**config.mk**
```make
export PLATFORM = sky130hd
export DESIGN_NAME = fdvs_top
export DESIGN_NICKNAME = d
export VERILOG_FILES = /design/src/rtl/fdvs_pkg.sv /design/src/rtl/fdvs_cycle_meter.sv /design/src/rtl/fdvs_top.sv
export VERILOG_INCLUDE_DIRS = /design/src /design/src/rtl
export SDC_FILE = /design/constraint.sdc
export NUM_CORES = 2
export LEC_CHECK = 0
export BUFFER_PORTS_ARGS = -buffer_cell sky130_fd_sc_hd__buf_2
export CAP_MARGIN = 30
export CORE_UTILIZATION = 35
export DETAILED_ROUTE_END_ITERATION = 10
export GPL_TIMING_DRIVEN = 0
export PLACE_DENSITY = 0.52
export RECOVER_POWER = 50
export SETUP_SLACK_MARGIN = 0.15
export SYNTH_ARGS = -nofsm -noshare
export SYNTH_HDL_FRONTEND = slang
export SYNTH_SLANG_ARGS = --single-unit
```
**constraint.sdc**
```tcl
create_clock -name clk -period 23 [get_ports clk]
set_input_delay 3.45 -clock clk [delete_from_list [all_inputs] [get_ports clk]]
set_output_delay 3.45 -clock clk [all_outputs]
set_load 0.05 [all_outputs]
```
**src/rtl/fdvs_defs.svh**
```systemverilog
/*
  Register offsets, field positions, reset values and timing counts of the
  frequency delta / vector surge stage. Included by the design files only.
*/
`ifndef FDVS_DEFS_SVH
`define FDVS_DEFS_SVH

// Byte offsets on the register bus
`define FDVS_ADR_CTRL     8'h00
`define FDVS_ADR_PICKUP   8'h04
`define FDVS_ADR_DFLIM    8'h08
`define FDVS_ADR_DTWIN    8'h0C
`define FDVS_ADR_VSLIM    8'h10
`define FDVS_ADR_STATUS   8'h14
`define FDVS_ADR_IRQ_STAT 8'h18
`define FDVS_ADR_IRQ_CLR  8'h1C
`define FDVS_ADR_IRQ_EN   8'h20

// Control fields
`define FDVS_CTRL_MODE_LSB 0
`define FDVS_CTRL_VSN_LSB  2

// Reset values
`define FDVS_RST_CTRL   32'h0000000C
`define FDVS_RST_PICKUP 20'h0BF68
`define FDVS_RST_DFLIM  20'h003E8
`define FDVS_RST_DTWIN  16'h0064
`define FDVS_RST_VSLIM  20'h02B67

// Interrupt status bits
`define FDVS_IRQ_ALARM  0
`define FDVS_IRQ_TRIP   1
`define FDVS_IRQ_EXPIRE 2
`define FDVS_IRQ_VSURGE 3

// Timing: clock period and one millisecond, in ns
`define FDVS_CLK_NS 50
`define FDVS_MS_NS  1000000

// Release band is one part in this many of the pickup value (0.05 %)
`define FDVS_HYST_DIV 20'h007D0

`endif

```
**src/rtl/fdvs_pkg.sv**
```systemverilog
/*
  Types of the frequency delta / vector surge stage.
  Assumes nothing beyond a SystemVerilog compiler.
*/
package fdvs_pkg;

  // Operating mode, encoded as held in the control register
  typedef enum logic [1:0] {
    MODE_OFF      = 2'h0,
    MODE_UNDER_DF = 2'h1,
    MODE_OVER_DF  = 2'h2,
    MODE_VSURGE   = 2'h3
  } fdvs_mode_e;

  // Supervision window sequencer
  typedef enum logic [1:0] {
    DF_IDLE,
    DF_WATCH,
    DF_TRIP,
    DF_DISARM
  } fdvs_dfst_e;

  typedef logic [19:0] fdvs_freq_t;

endpackage

```
**src/rtl/fdvs_cycle_meter.sv**
```systemverilog
/*
  Cycle duration meter for one line voltage.
  Counts clock cycles between zero crossings, compares each period with the
  period before it and flags a vector surge. Zero-crossing strobes are one
  cycle pulses on the block clock.
*/
`timescale 1ns/100ps
module fdvs_cycle_meter (
  input  wire logic       clk,
  input  wire logic       rst,
  input  wire logic       enable,
  input  wire logic       zc,
  input  wire logic [19:0] lim,
  output logic            surge
);

  logic [19:0] cnt_ff;
  logic [19:0] ref_ff;
  logic        ref_ok_ff;
  logic        seen_ff;
  logic        surge_ff;

  // Magnitude of the period deviation, early or late crossing alike
  function automatic logic [19:0] fdvs_absdiff(input logic [19:0] a, input logic [19:0] b);
    fdvs_absdiff = (a > b) ? a - b : b - a;
  endfunction

  // Period counter restarts on every crossing and saturates on a lost one
  always_ff @(posedge clk or posedge rst) begin
    if (rst) begin
      cnt_ff <= 20'h00000;
    end else if (!enable || zc) begin
      cnt_ff <= 20'h00001;
    end else if (cnt_ff != 20'hFFFFF) begin
      cnt_ff <= cnt_ff + 20'h00001;
    end
  end

  // Last good period is the reference for the next one; the span up to the
  // first crossing after enable is a partial period and never a reference
  always_ff @(posedge clk or posedge rst) begin
    if (rst) begin
      ref_ff    <= 20'h00000;
      ref_ok_ff <= 1'b0;
      seen_ff   <= 1'b0;
    end else if (!enable) begin
      ref_ok_ff <= 1'b0;
      seen_ff   <= 1'b0;
    end else if (zc) begin
      ref_ff    <= cnt_ff;
      ref_ok_ff <= seen_ff && (cnt_ff != 20'hFFFFF);
      seen_ff   <= 1'b1;
    end
  end

  // Surge flag holds for one period; cleared at once when the phase drops
  always_ff @(posedge clk or posedge rst) begin
    if (rst) begin
      surge_ff <= 1'b0;
    end else if (!enable) begin
      surge_ff <= 1'b0;
    end else if (zc) begin
      surge_ff <= ref_ok_ff && (fdvs_absdiff(cnt_ff, ref_ff) > lim);
    end
  end

  assign surge = surge_ff;

endmodule

```
**src/rtl/fdvs_top.sv**
```systemverilog
/*
  Frequency stage with underfrequency or overfrequency plus frequency
  change inside a supervision window, and vector surge supervision.
  Assumes the measurement front end delivers per-phase frequency (mHz),
  zero-crossing strobes and voltage flags on clk; the block command comes
  from a pin and is synchronised here. Registers sit on classic Wishbone.
*/
`timescale 1ns/100ps
`include "fdvs_defs.svh"

// Notes on behaviour
// - All three voltages low blocks frequency evaluation
// - Compare frequency with pickup, change with limit
// - Change counts as fall (under) or rise (over)
// - Crossing without block raises alarm, starts window
// - Trip when change reaches limit inside window
// - Window expiry disarms until frequency crosses anew
// - Cycle duration measured, restarted each zero crossing
// - Deviation from reference period gives surge angle
// - Required surging phases: three, two or one
// - Surge without block: alarm and trip at once
// - Phase loss inhibits vector surge trip
// - Low-voltage lockout acts before surge result
// - Mains failure trip well within 60 ms
// - Over stage releases only 0.05 % below pickup
// - Under stage releases only 0.05 % above pickup
module fdvs_top #(
  parameter int unsigned MS_CYCLES = `FDVS_MS_NS / `FDVS_CLK_NS
) (
  input  wire logic        clk,
  input  wire logic        rst,
  input  wire logic        wb_cyc_i,
  input  wire logic        wb_stb_i,
  input  wire logic        wb_we_i,
  input  wire logic [7:0]  wb_adr_i,
  input  wire logic [3:0]  wb_sel_i,
  input  wire logic [31:0] wb_dat_i,
  output logic      [31:0] wb_dat_o,
  output logic             wb_ack_o,
  input  wire logic [19:0] line_voltage_one_two_freq,
  input  wire logic [19:0] line_voltage_two_three_freq,
  input  wire logic [19:0] line_voltage_three_one_freq,
  input  wire logic        line_voltage_one_two_zc,
  input  wire logic        line_voltage_two_three_zc,
  input  wire logic        line_voltage_three_one_zc,
  input  wire logic [2:0]  low_volt,
  input  wire logic        phase_loss,
  input  wire logic        block_cmd,
  output logic             alarm,
  output logic             trip,
  output logic             irq
);

  logic [31:0]             ctrl_ff;
  fdvs_pkg::fdvs_freq_t    pickup_ff;
  fdvs_pkg::fdvs_freq_t    dflim_ff;
  logic [15:0]             dtwin_ff;
  logic [19:0]             vslim_ff;
  logic [3:0]              irq_stat_ff;
  logic [3:0]              irq_en_ff;
  logic                    irq_ff;
  logic [31:0]             dat_ff;
  logic                    ack_ff;
  logic                    blk_s1_ff;
  logic                    blk_s2_ff;
  logic                    blk_s3_ff;
  logic                    blk_ff;
  logic [14:0]             ms_cnt_ff;
  logic                    ms_tick_ff;
  logic [15:0]             dt_cnt_ff;
  fdvs_pkg::fdvs_freq_t    fstart_ff;
  fdvs_pkg::fdvs_dfst_e    st_ff;
  fdvs_pkg::fdvs_dfst_e    nxt_st;
  logic                    alarm_ff;
  logic                    trip_ff;
  logic                    nxt_alarm;
  logic                    nxt_trip;
  fdvs_pkg::fdvs_mode_e    mode;
  fdvs_pkg::fdvs_freq_t    f_ph [3];
  fdvs_pkg::fdvs_freq_t    f_ev;
  fdvs_pkg::fdvs_freq_t    delta;
  fdvs_pkg::fdvs_freq_t    hyst;
  logic [2:0]              zc;
  logic [2:0]              vs_flag;
  logic [1:0]              vs_cnt;
  logic [1:0]              vs_need;
  logic                    is_df;
  logic                    under;
  logic                    eval_blk;
  logic                    beyond;
  logic                    released;
  logic                    dt_exp;
  logic                    vs_hit;
  logic                    bus_req;
  logic [3:0]              irq_ev;
  logic [31:0]             rd_mux;
  logic [31:0]             lane_mask;

  // Bit mask of the byte lanes enabled for a write
  function automatic logic [31:0] fdvs_lane_mask(input logic [3:0] sel);
    for (int i = 0; i < 4; i++) begin
      fdvs_lane_mask[i*8 +: 8] = sel[i] ? 8'hFF : 8'h00;
    end
  endfunction

  // Frequency beyond the pickup level in the direction of the mode
  function automatic logic fdvs_beyond(input logic und, input logic [19:0] f,
                                       input logic [19:0] thr);
    fdvs_beyond = und ? (f < thr) : (f > thr);
  endfunction

  // Pickup release only outside the hysteresis band
  function automatic logic fdvs_released(input logic und, input logic [19:0] f,
                                         input logic [19:0] thr, input logic [19:0] h);
    fdvs_released = und ? ({1'b0, f} >= {1'b0, thr} + {1'b0, h}) : (f + h <= thr);
  endfunction

  assign f_ph[0] = line_voltage_one_two_freq;
  assign f_ph[1] = line_voltage_two_three_freq;
  assign f_ph[2] = line_voltage_three_one_freq;
  assign zc      = {line_voltage_three_one_zc, line_voltage_two_three_zc,
                    line_voltage_one_two_zc};
  assign mode    = fdvs_pkg::fdvs_mode_e'(ctrl_ff[`FDVS_CTRL_MODE_LSB +: 2]);
  assign under   = (mode == fdvs_pkg::MODE_UNDER_DF);
  assign is_df   = under || (mode == fdvs_pkg::MODE_OVER_DF);
  assign eval_blk = &low_volt;
  assign hyst    = pickup_ff / `FDVS_HYST_DIV;
  assign bus_req = wb_cyc_i && wb_stb_i && !ack_ff;
  assign lane_mask = fdvs_lane_mask(wb_sel_i);

  // Block command pin: three stages, accepted once stages two and three agree
  always_ff @(posedge clk or posedge rst) begin
    if (rst) begin
      blk_s1_ff <= 1'b0;
      blk_s2_ff <= 1'b0;
      blk_s3_ff <= 1'b0;
      blk_ff    <= 1'b0;
    end else begin
      blk_s1_ff <= block_cmd;
      blk_s2_ff <= blk_s1_ff;
      blk_s3_ff <= blk_s2_ff;
      if (blk_s2_ff == blk_s3_ff) begin
        blk_ff <= blk_s3_ff;
      end
    end
  end

  // Millisecond enable for the supervision window
  always_ff @(posedge clk or posedge rst) begin
    if (rst) begin
      ms_cnt_ff  <= 15'h0000;
      ms_tick_ff <= 1'b0;
    end else if (ms_cnt_ff == 15'(MS_CYCLES - 1)) begin
      ms_cnt_ff  <= 15'h0000;
      ms_tick_ff <= 1'b1;
    end else begin
      ms_cnt_ff  <= ms_cnt_ff + 15'h0001;
      ms_tick_ff <= 1'b0;
    end
  end

  // Most extreme frequency among phases with voltage: any-phase pickup
  always_comb begin
    f_ev = under ? 20'hFFFFF : 20'h00000;
    for (int i = 0; i < 3; i++) begin
      if (!low_volt[i] && (under ? (f_ph[i] < f_ev) : (f_ph[i] > f_ev))) begin
        f_ev = f_ph[i];
      end
    end
  end

  // Change since the crossing, only in the direction of the mode
  always_comb begin
    if (under) begin
      delta = (fstart_ff > f_ev) ? fstart_ff - f_ev : 20'h00000;
    end else begin
      delta = (f_ev > fstart_ff) ? f_ev - fstart_ff : 20'h00000;
    end
  end

  assign beyond   = fdvs_beyond(under, f_ev, pickup_ff);
  assign released = fdvs_released(under, f_ev, pickup_ff, hyst);
  assign dt_exp   = (dt_cnt_ff >= dtwin_ff);

  // Window sequencer; block or lost voltage drops everything at once
  always_comb begin
    nxt_st = st_ff;
    if (!is_df || blk_ff || eval_blk) begin
      nxt_st = fdvs_pkg::DF_IDLE;
    end else begin
      unique case (st_ff)
        fdvs_pkg::DF_IDLE: begin
          if (beyond) begin
            nxt_st = fdvs_pkg::DF_WATCH;
          end
        end
        fdvs_pkg::DF_WATCH: begin
          if (released) begin
            nxt_st = fdvs_pkg::DF_IDLE;
          end else if (beyond && delta >= dflim_ff) begin
            nxt_st = fdvs_pkg::DF_TRIP;
          end else if (dt_exp) begin
            nxt_st = fdvs_pkg::DF_DISARM;
          end
        end
        fdvs_pkg::DF_TRIP, fdvs_pkg::DF_DISARM: begin
          if (released) begin
            nxt_st = fdvs_pkg::DF_IDLE;
          end
        end
      endcase
    end
  end

  // Sequencer state and the frequency captured at the crossing
  always_ff @(posedge clk or posedge rst) begin
    if (rst) begin
      st_ff     <= fdvs_pkg::DF_IDLE;
      fstart_ff <= 20'h00000;
    end else begin
      st_ff <= nxt_st;
      if (st_ff == fdvs_pkg::DF_IDLE && nxt_st == fdvs_pkg::DF_WATCH) begin
        fstart_ff <= f_ev;
      end
    end
  end

  // Window timer counts milliseconds only while watching
  always_ff @(posedge clk or posedge rst) begin
    if (rst) begin
      dt_cnt_ff <= 16'h0000;
    end else if (st_ff != fdvs_pkg::DF_WATCH) begin
      dt_cnt_ff <= 16'h0000;
    end else if (ms_tick_ff && !dt_exp) begin
      dt_cnt_ff <= dt_cnt_ff + 16'h0001;
    end
  end

  // One meter per line voltage; a phase without voltage is not measured
  for (genvar g = 0; g < 3; g++) begin : g_meter
    fdvs_cycle_meter u_meter (
      .clk    (clk),
      .rst    (rst),
      .enable ((mode == fdvs_pkg::MODE_VSURGE) && !low_volt[g]),
      .zc     (zc[g]),
      .lim    (vslim_ff),
      .surge  (vs_flag[g])
    );
  end

  // Phase vote; lockouts are combinational so they beat the registered surge
  assign vs_cnt  = {1'b0, vs_flag[0]} + {1'b0, vs_flag[1]} + {1'b0, vs_flag[2]};
  assign vs_need = (ctrl_ff[`FDVS_CTRL_VSN_LSB +: 2] == 2'h0) ? 2'h3
                 : ctrl_ff[`FDVS_CTRL_VSN_LSB +: 2];
  assign vs_hit  = (mode == fdvs_pkg::MODE_VSURGE) && (vs_cnt >= vs_need)
                 && !blk_ff && !phase_loss && !eval_blk;

  assign nxt_alarm = is_df ? (nxt_st == fdvs_pkg::DF_WATCH || nxt_st == fdvs_pkg::DF_TRIP)
                   : vs_hit;
  assign nxt_trip  = is_df ? (nxt_st == fdvs_pkg::DF_TRIP) : vs_hit;

  // Outputs are registered so the relay contacts see no glitches
  always_ff @(posedge clk or posedge rst) begin
    if (rst) begin
      alarm_ff <= 1'b0;
      trip_ff  <= 1'b0;
    end else begin
      alarm_ff <= nxt_alarm;
      trip_ff  <= nxt_trip;
    end
  end

  always_comb begin
    irq_ev                  = 4'h0;
    irq_ev[`FDVS_IRQ_ALARM]  = nxt_alarm && !alarm_ff;
    irq_ev[`FDVS_IRQ_TRIP]   = nxt_trip && !trip_ff;
    irq_ev[`FDVS_IRQ_EXPIRE] = (st_ff == fdvs_pkg::DF_WATCH) && (nxt_st == fdvs_pkg::DF_DISARM);
    irq_ev[`FDVS_IRQ_VSURGE] = vs_hit && !trip_ff;
  end

  // Sticky status: an event in the clearing cycle survives the clear
  always_ff @(posedge clk or posedge rst) begin
    if (rst) begin
      irq_stat_ff <= 4'h0;
      irq_ff      <= 1'b0;
    end else begin
      irq_ff <= |(irq_stat_ff & irq_en_ff);
      if (bus_req && wb_we_i && {wb_adr_i[7:2], 2'b00} == `FDVS_ADR_IRQ_CLR) begin
        irq_stat_ff <= (irq_stat_ff & ~(wb_dat_i[3:0] & lane_mask[3:0])) | irq_ev;
      end else begin
        irq_stat_ff <= irq_stat_ff | irq_ev;
      end
    end
  end

  // Register writes; read-only and unmapped offsets ignore the data
  always_ff @(posedge clk or posedge rst) begin
    if (rst) begin
      ctrl_ff   <= `FDVS_RST_CTRL;
      pickup_ff <= `FDVS_RST_PICKUP;
      dflim_ff  <= `FDVS_RST_DFLIM;
      dtwin_ff  <= `FDVS_RST_DTWIN;
      vslim_ff  <= `FDVS_RST_VSLIM;
      irq_en_ff <= 4'h0;
    end else if (bus_req && wb_we_i) begin
      unique case ({wb_adr_i[7:2], 2'b00})
        `FDVS_ADR_CTRL:   ctrl_ff   <= ((ctrl_ff & ~lane_mask) | (wb_dat_i & lane_mask))
                                       & 32'h0000000F;
        `FDVS_ADR_PICKUP: pickup_ff <= (pickup_ff & ~lane_mask[19:0])
                                       | (wb_dat_i[19:0] & lane_mask[19:0]);
        `FDVS_ADR_DFLIM:  dflim_ff  <= (dflim_ff & ~lane_mask[19:0])
                                       | (wb_dat_i[19:0] & lane_mask[19:0]);
        `FDVS_ADR_DTWIN:  dtwin_ff  <= (dtwin_ff & ~lane_mask[15:0])
                                       | (wb_dat_i[15:0] & lane_mask[15:0]);
        `FDVS_ADR_VSLIM:  vslim_ff  <= (vslim_ff & ~lane_mask[19:0])
                                       | (wb_dat_i[19:0] & lane_mask[19:0]);
        `FDVS_ADR_IRQ_EN: irq_en_ff <= (irq_en_ff & ~lane_mask[3:0])
                                       | (wb_dat_i[3:0] & lane_mask[3:0]);
        default: begin
        end
      endcase
    end
  end

  always_comb begin
    unique case ({wb_adr_i[7:2], 2'b00})
      `FDVS_ADR_CTRL:     rd_mux = ctrl_ff;
      `FDVS_ADR_PICKUP:   rd_mux = {12'h000, pickup_ff};
      `FDVS_ADR_DFLIM:    rd_mux = {12'h000, dflim_ff};
      `FDVS_ADR_DTWIN:    rd_mux = {16'h0000, dtwin_ff};
      `FDVS_ADR_VSLIM:    rd_mux = {12'h000, vslim_ff};
      `FDVS_ADR_STATUS:   rd_mux = {24'h000000, eval_blk, vs_flag,
                                    st_ff == fdvs_pkg::DF_DISARM,
                                    st_ff == fdvs_pkg::DF_WATCH, trip_ff, alarm_ff};
      `FDVS_ADR_IRQ_STAT: rd_mux = {28'h0000000, irq_stat_ff};
      `FDVS_ADR_IRQ_EN:   rd_mux = {28'h0000000, irq_en_ff};
      default:            rd_mux = 32'h00000000;
    endcase
  end

  // Every access is answered one cycle after the request, unmapped ones too
  always_ff @(posedge clk or posedge rst) begin
    if (rst) begin
      ack_ff <= 1'b0;
      dat_ff <= 32'h00000000;
    end else begin
      ack_ff <= bus_req;
      if (bus_req && !wb_we_i) begin
        dat_ff <= rd_mux;
      end
    end
  end

  assign wb_ack_o = ack_ff;
  assign wb_dat_o = dat_ff;
  assign alarm    = alarm_ff;
  assign trip     = trip_ff;
  assign irq      = irq_ff;
endmodule

```
==> results_dict.tcl <==
set metrics [dict create \
    maxCapViolations 3 \
    synthCells 3430 \
    cp_top_family "compound AO/OA/AOI/OAI gates" \
    setup_viol_count_final 0 \
    ir_drop_mv 0.0542 \
    gp_congestion 0.888 \
    slew_viol_final 304 \
    start_kind "input pin" \
    layout_common_cells "405 x ha_1, 312 x inv_1, 292 x a21oi_1, 269 x dfrtp_1, 257 x nand2_1" \
    max_stage_delay_ps 400 \
    min_period_over_period_pct 91.7 \
    timing.critical_path.fanout_max 10 \
    netlist.area_leader.share_pct 23.1 \
    final_common_cell "ha_1" \
    netlist_area_um2 29200 \
    pwr_density_cell_nw_per_um2 55.8 \
    fmax_mhz 47.4 \
    start_util_pct 35.4 \
    post_cts_resized 0 \
    rsz0062_at_grt "no" \
    via_per_inst 5.33 \
    syn_to_final_growth_pct 11.8 \
    placedCellCount 4645 \
    fin_skew_ps 19.7 \
    insertion_delay_ps 580 \
    path_clk_slew_ps 60 \
    worstMarginPinSlew_ps 6090 \
    die_w_um 291 \
    nNetsFinal 4150 \
    grt_pass1_wl_um 141000 \
    cts_hold_buf 0 \
    static-leakage-power_nw 14.9 \
    cts_sinks 299 \
    status "finished, violations left" \
    finalHoldViolCount 0 \
    path_class "in -> reg" \
    h-tree-depth 2 \
    core_um2 82200 \
    dp_slack_ps -325 \
    hold-worst-slack_ps 346 \
    synth_top_cell_by_area "dfrtp_1" \
    ys_seq_area_share_pct 25.8 \
    portBuffers 125 \
    cts_root_buf "clkbuf_16" \
    reg2reg_slack_ps 2730 \
    grt_use_total_pct 21.0 \
    async_flop_share_pct 100 \
    synth.distinct_cells 116 \
    crit_required_ps 23470 \
    grt_pass1_vias 24700 \
    postCtsSetupBuffers 0 \
    grt_overflow 0 \
    post_layout_nonfiller_instances 4718 \
    dieArea_um2 84500 \
    ioPinCount 153 \
    setup_ws_ps 1920 \
    antenna_left 0 \
    synth_ff_type "dfrtp_1" \
    cpMaxStageDelayCell "ha_1" \
    yosys-top-cells-area "dfrtp_1 23%, ha_1 17%, a21oi_1 5.0%, a21o_1 5.0%, mux2_2 4.4%" \
    cp-end-kind "register" \
    drt-total-wl_um 89700 \
    syn_avg_cell_area_um2 8.50 \
    yosys_warnings 0 \
    stdcell_area_um2 32600 \
    final_layout_size_suffix_gt1_share_pct 12.5 \
    slew-limit-headroom_pct -306 \
    cts_tree "built" \
    period_needed_ps 21080 \
    place_area_um2 31300 \
    vias 25100 \
    crit_buf_inv 12 \
    wl_per_cell_um 19.0 \
    hp-class "reg -> reg" \
    drcViolationCount 0 \
    antenna_found_initial 8 \
    violations "capacitance limit, slew limit" \
    grt_max_degree 113 \
    cts_buffers 40 \
    cts_buffer_depth 3 \
    synth-edff-count 0 \
    path_common_cell "a21o_1" \
    hpwl_um 71800 \
    ys_seq_elements 299 \
    die_h_um 291 \
    first_pass_iters 7 \
    num_rows 105 \
    drtIter0Drc 1739 \
    arrival_ps 21550 \
]
-- stage by stage --
| step | TNS [ps] | total power, mW | util, % |
|---|---|---|---|
| 6_report | 0 | 1.82 | 39.6 |
| 5_1_grt | 0 | 1.93 | 39.6 |
| 4_1_cts | 0 | 1.84 | 39.6 |
| 3_5_place_dp | -5270 | 1.18 | 38.0 |
| 3_3_place_gp | -2900 | 1.17 | 37.9 |
| 2_1_floorplan | 0 | 1.01 | - |
-- routing by layer --
layer | global-route usage [%] | share of wire, %
met1 | 28.1 | 47
met2 | 35.1 | 46
met3 | 2.62 | 3.7
met4 | 6.08 | 2.8
met5 | 0 | 0.091
-- final cells by class --
type	instances	area, um^2
clock buffers	58	1140
multi-input cells	2677	19900
plain buffers	148	657
flip-flops and latches	299	7520
inverters	317	1190
clock inverters	14	203
well taps	1070	1340
fillers	8584	49700
diodes	1	2.50
repair buffers	134	672
-- cells in the mapped netlist (42+ instances only) --
cell type    n
a21oi_1    293
nand3_1     59
nand4_1     77
dfrtp_1    269
mux2i_1     45
a21o_1     193
mux2_2     115
ha_1       405
nand2_1    257
inv_1      313
xnor2_1    131
nor2b_1     62
clkbuf_1   106
nand2b_1    45
nor2_1     232
xor2_1      42
o21ai_0    192
-- kinds of logic after synthesis --
family,count (synthesis),synth area share [%]
xor gates and xnor gates,176,5.36
and+or+nand+nor,895,15.0
muxes,162,6.08
other,1,0.0129
adders and majority gates,418,18.2
DFF,299,25.8
AOI/OAI and AO/OA,1014,23.2
buffers and inverters,465,6.27
-- worst register-to-register path, delay by kind of cell, from the launching register on --
family,cells,cell delay (ps)
AOI/OAI and AO/OA,57,10290
adders and majority gates,7,2420
buffers and inverters,14,4300
DFF,1,410
muxes,1,390
and+or+nand+nor,24,2400
-- worst paths after layout --
| kind | start | end | cells past startpoint |
|---|---|---|---|
| min in group asynchronous | rst | fstart_ff[4] | 2 |
| max in group asynchronous | rst | asynchronous set/reset pin | 3 |
| worst min-delay path | blk_s1_ff | blk_s2_ff | 0 |
| worst max register to register | register | fstart_ff[17] | 103 |
| worst max-delay path | line_voltage_one_two_freq[5] | fstart_ff[17] | 100 |
| worst min register to register | blk_s1_ff | blk_s2_ff | 0 |
-- where the power goes --
part	total (mW)	internal (mW)	switching [mW]	leakage, nW
Clock	0.645	0.390	0.255	0.658
Sequential	0.577	0.553	0.0243	3.93
Combinational	0.598	0.241	0.356	10.3
(Power assumes the default switching activity.)
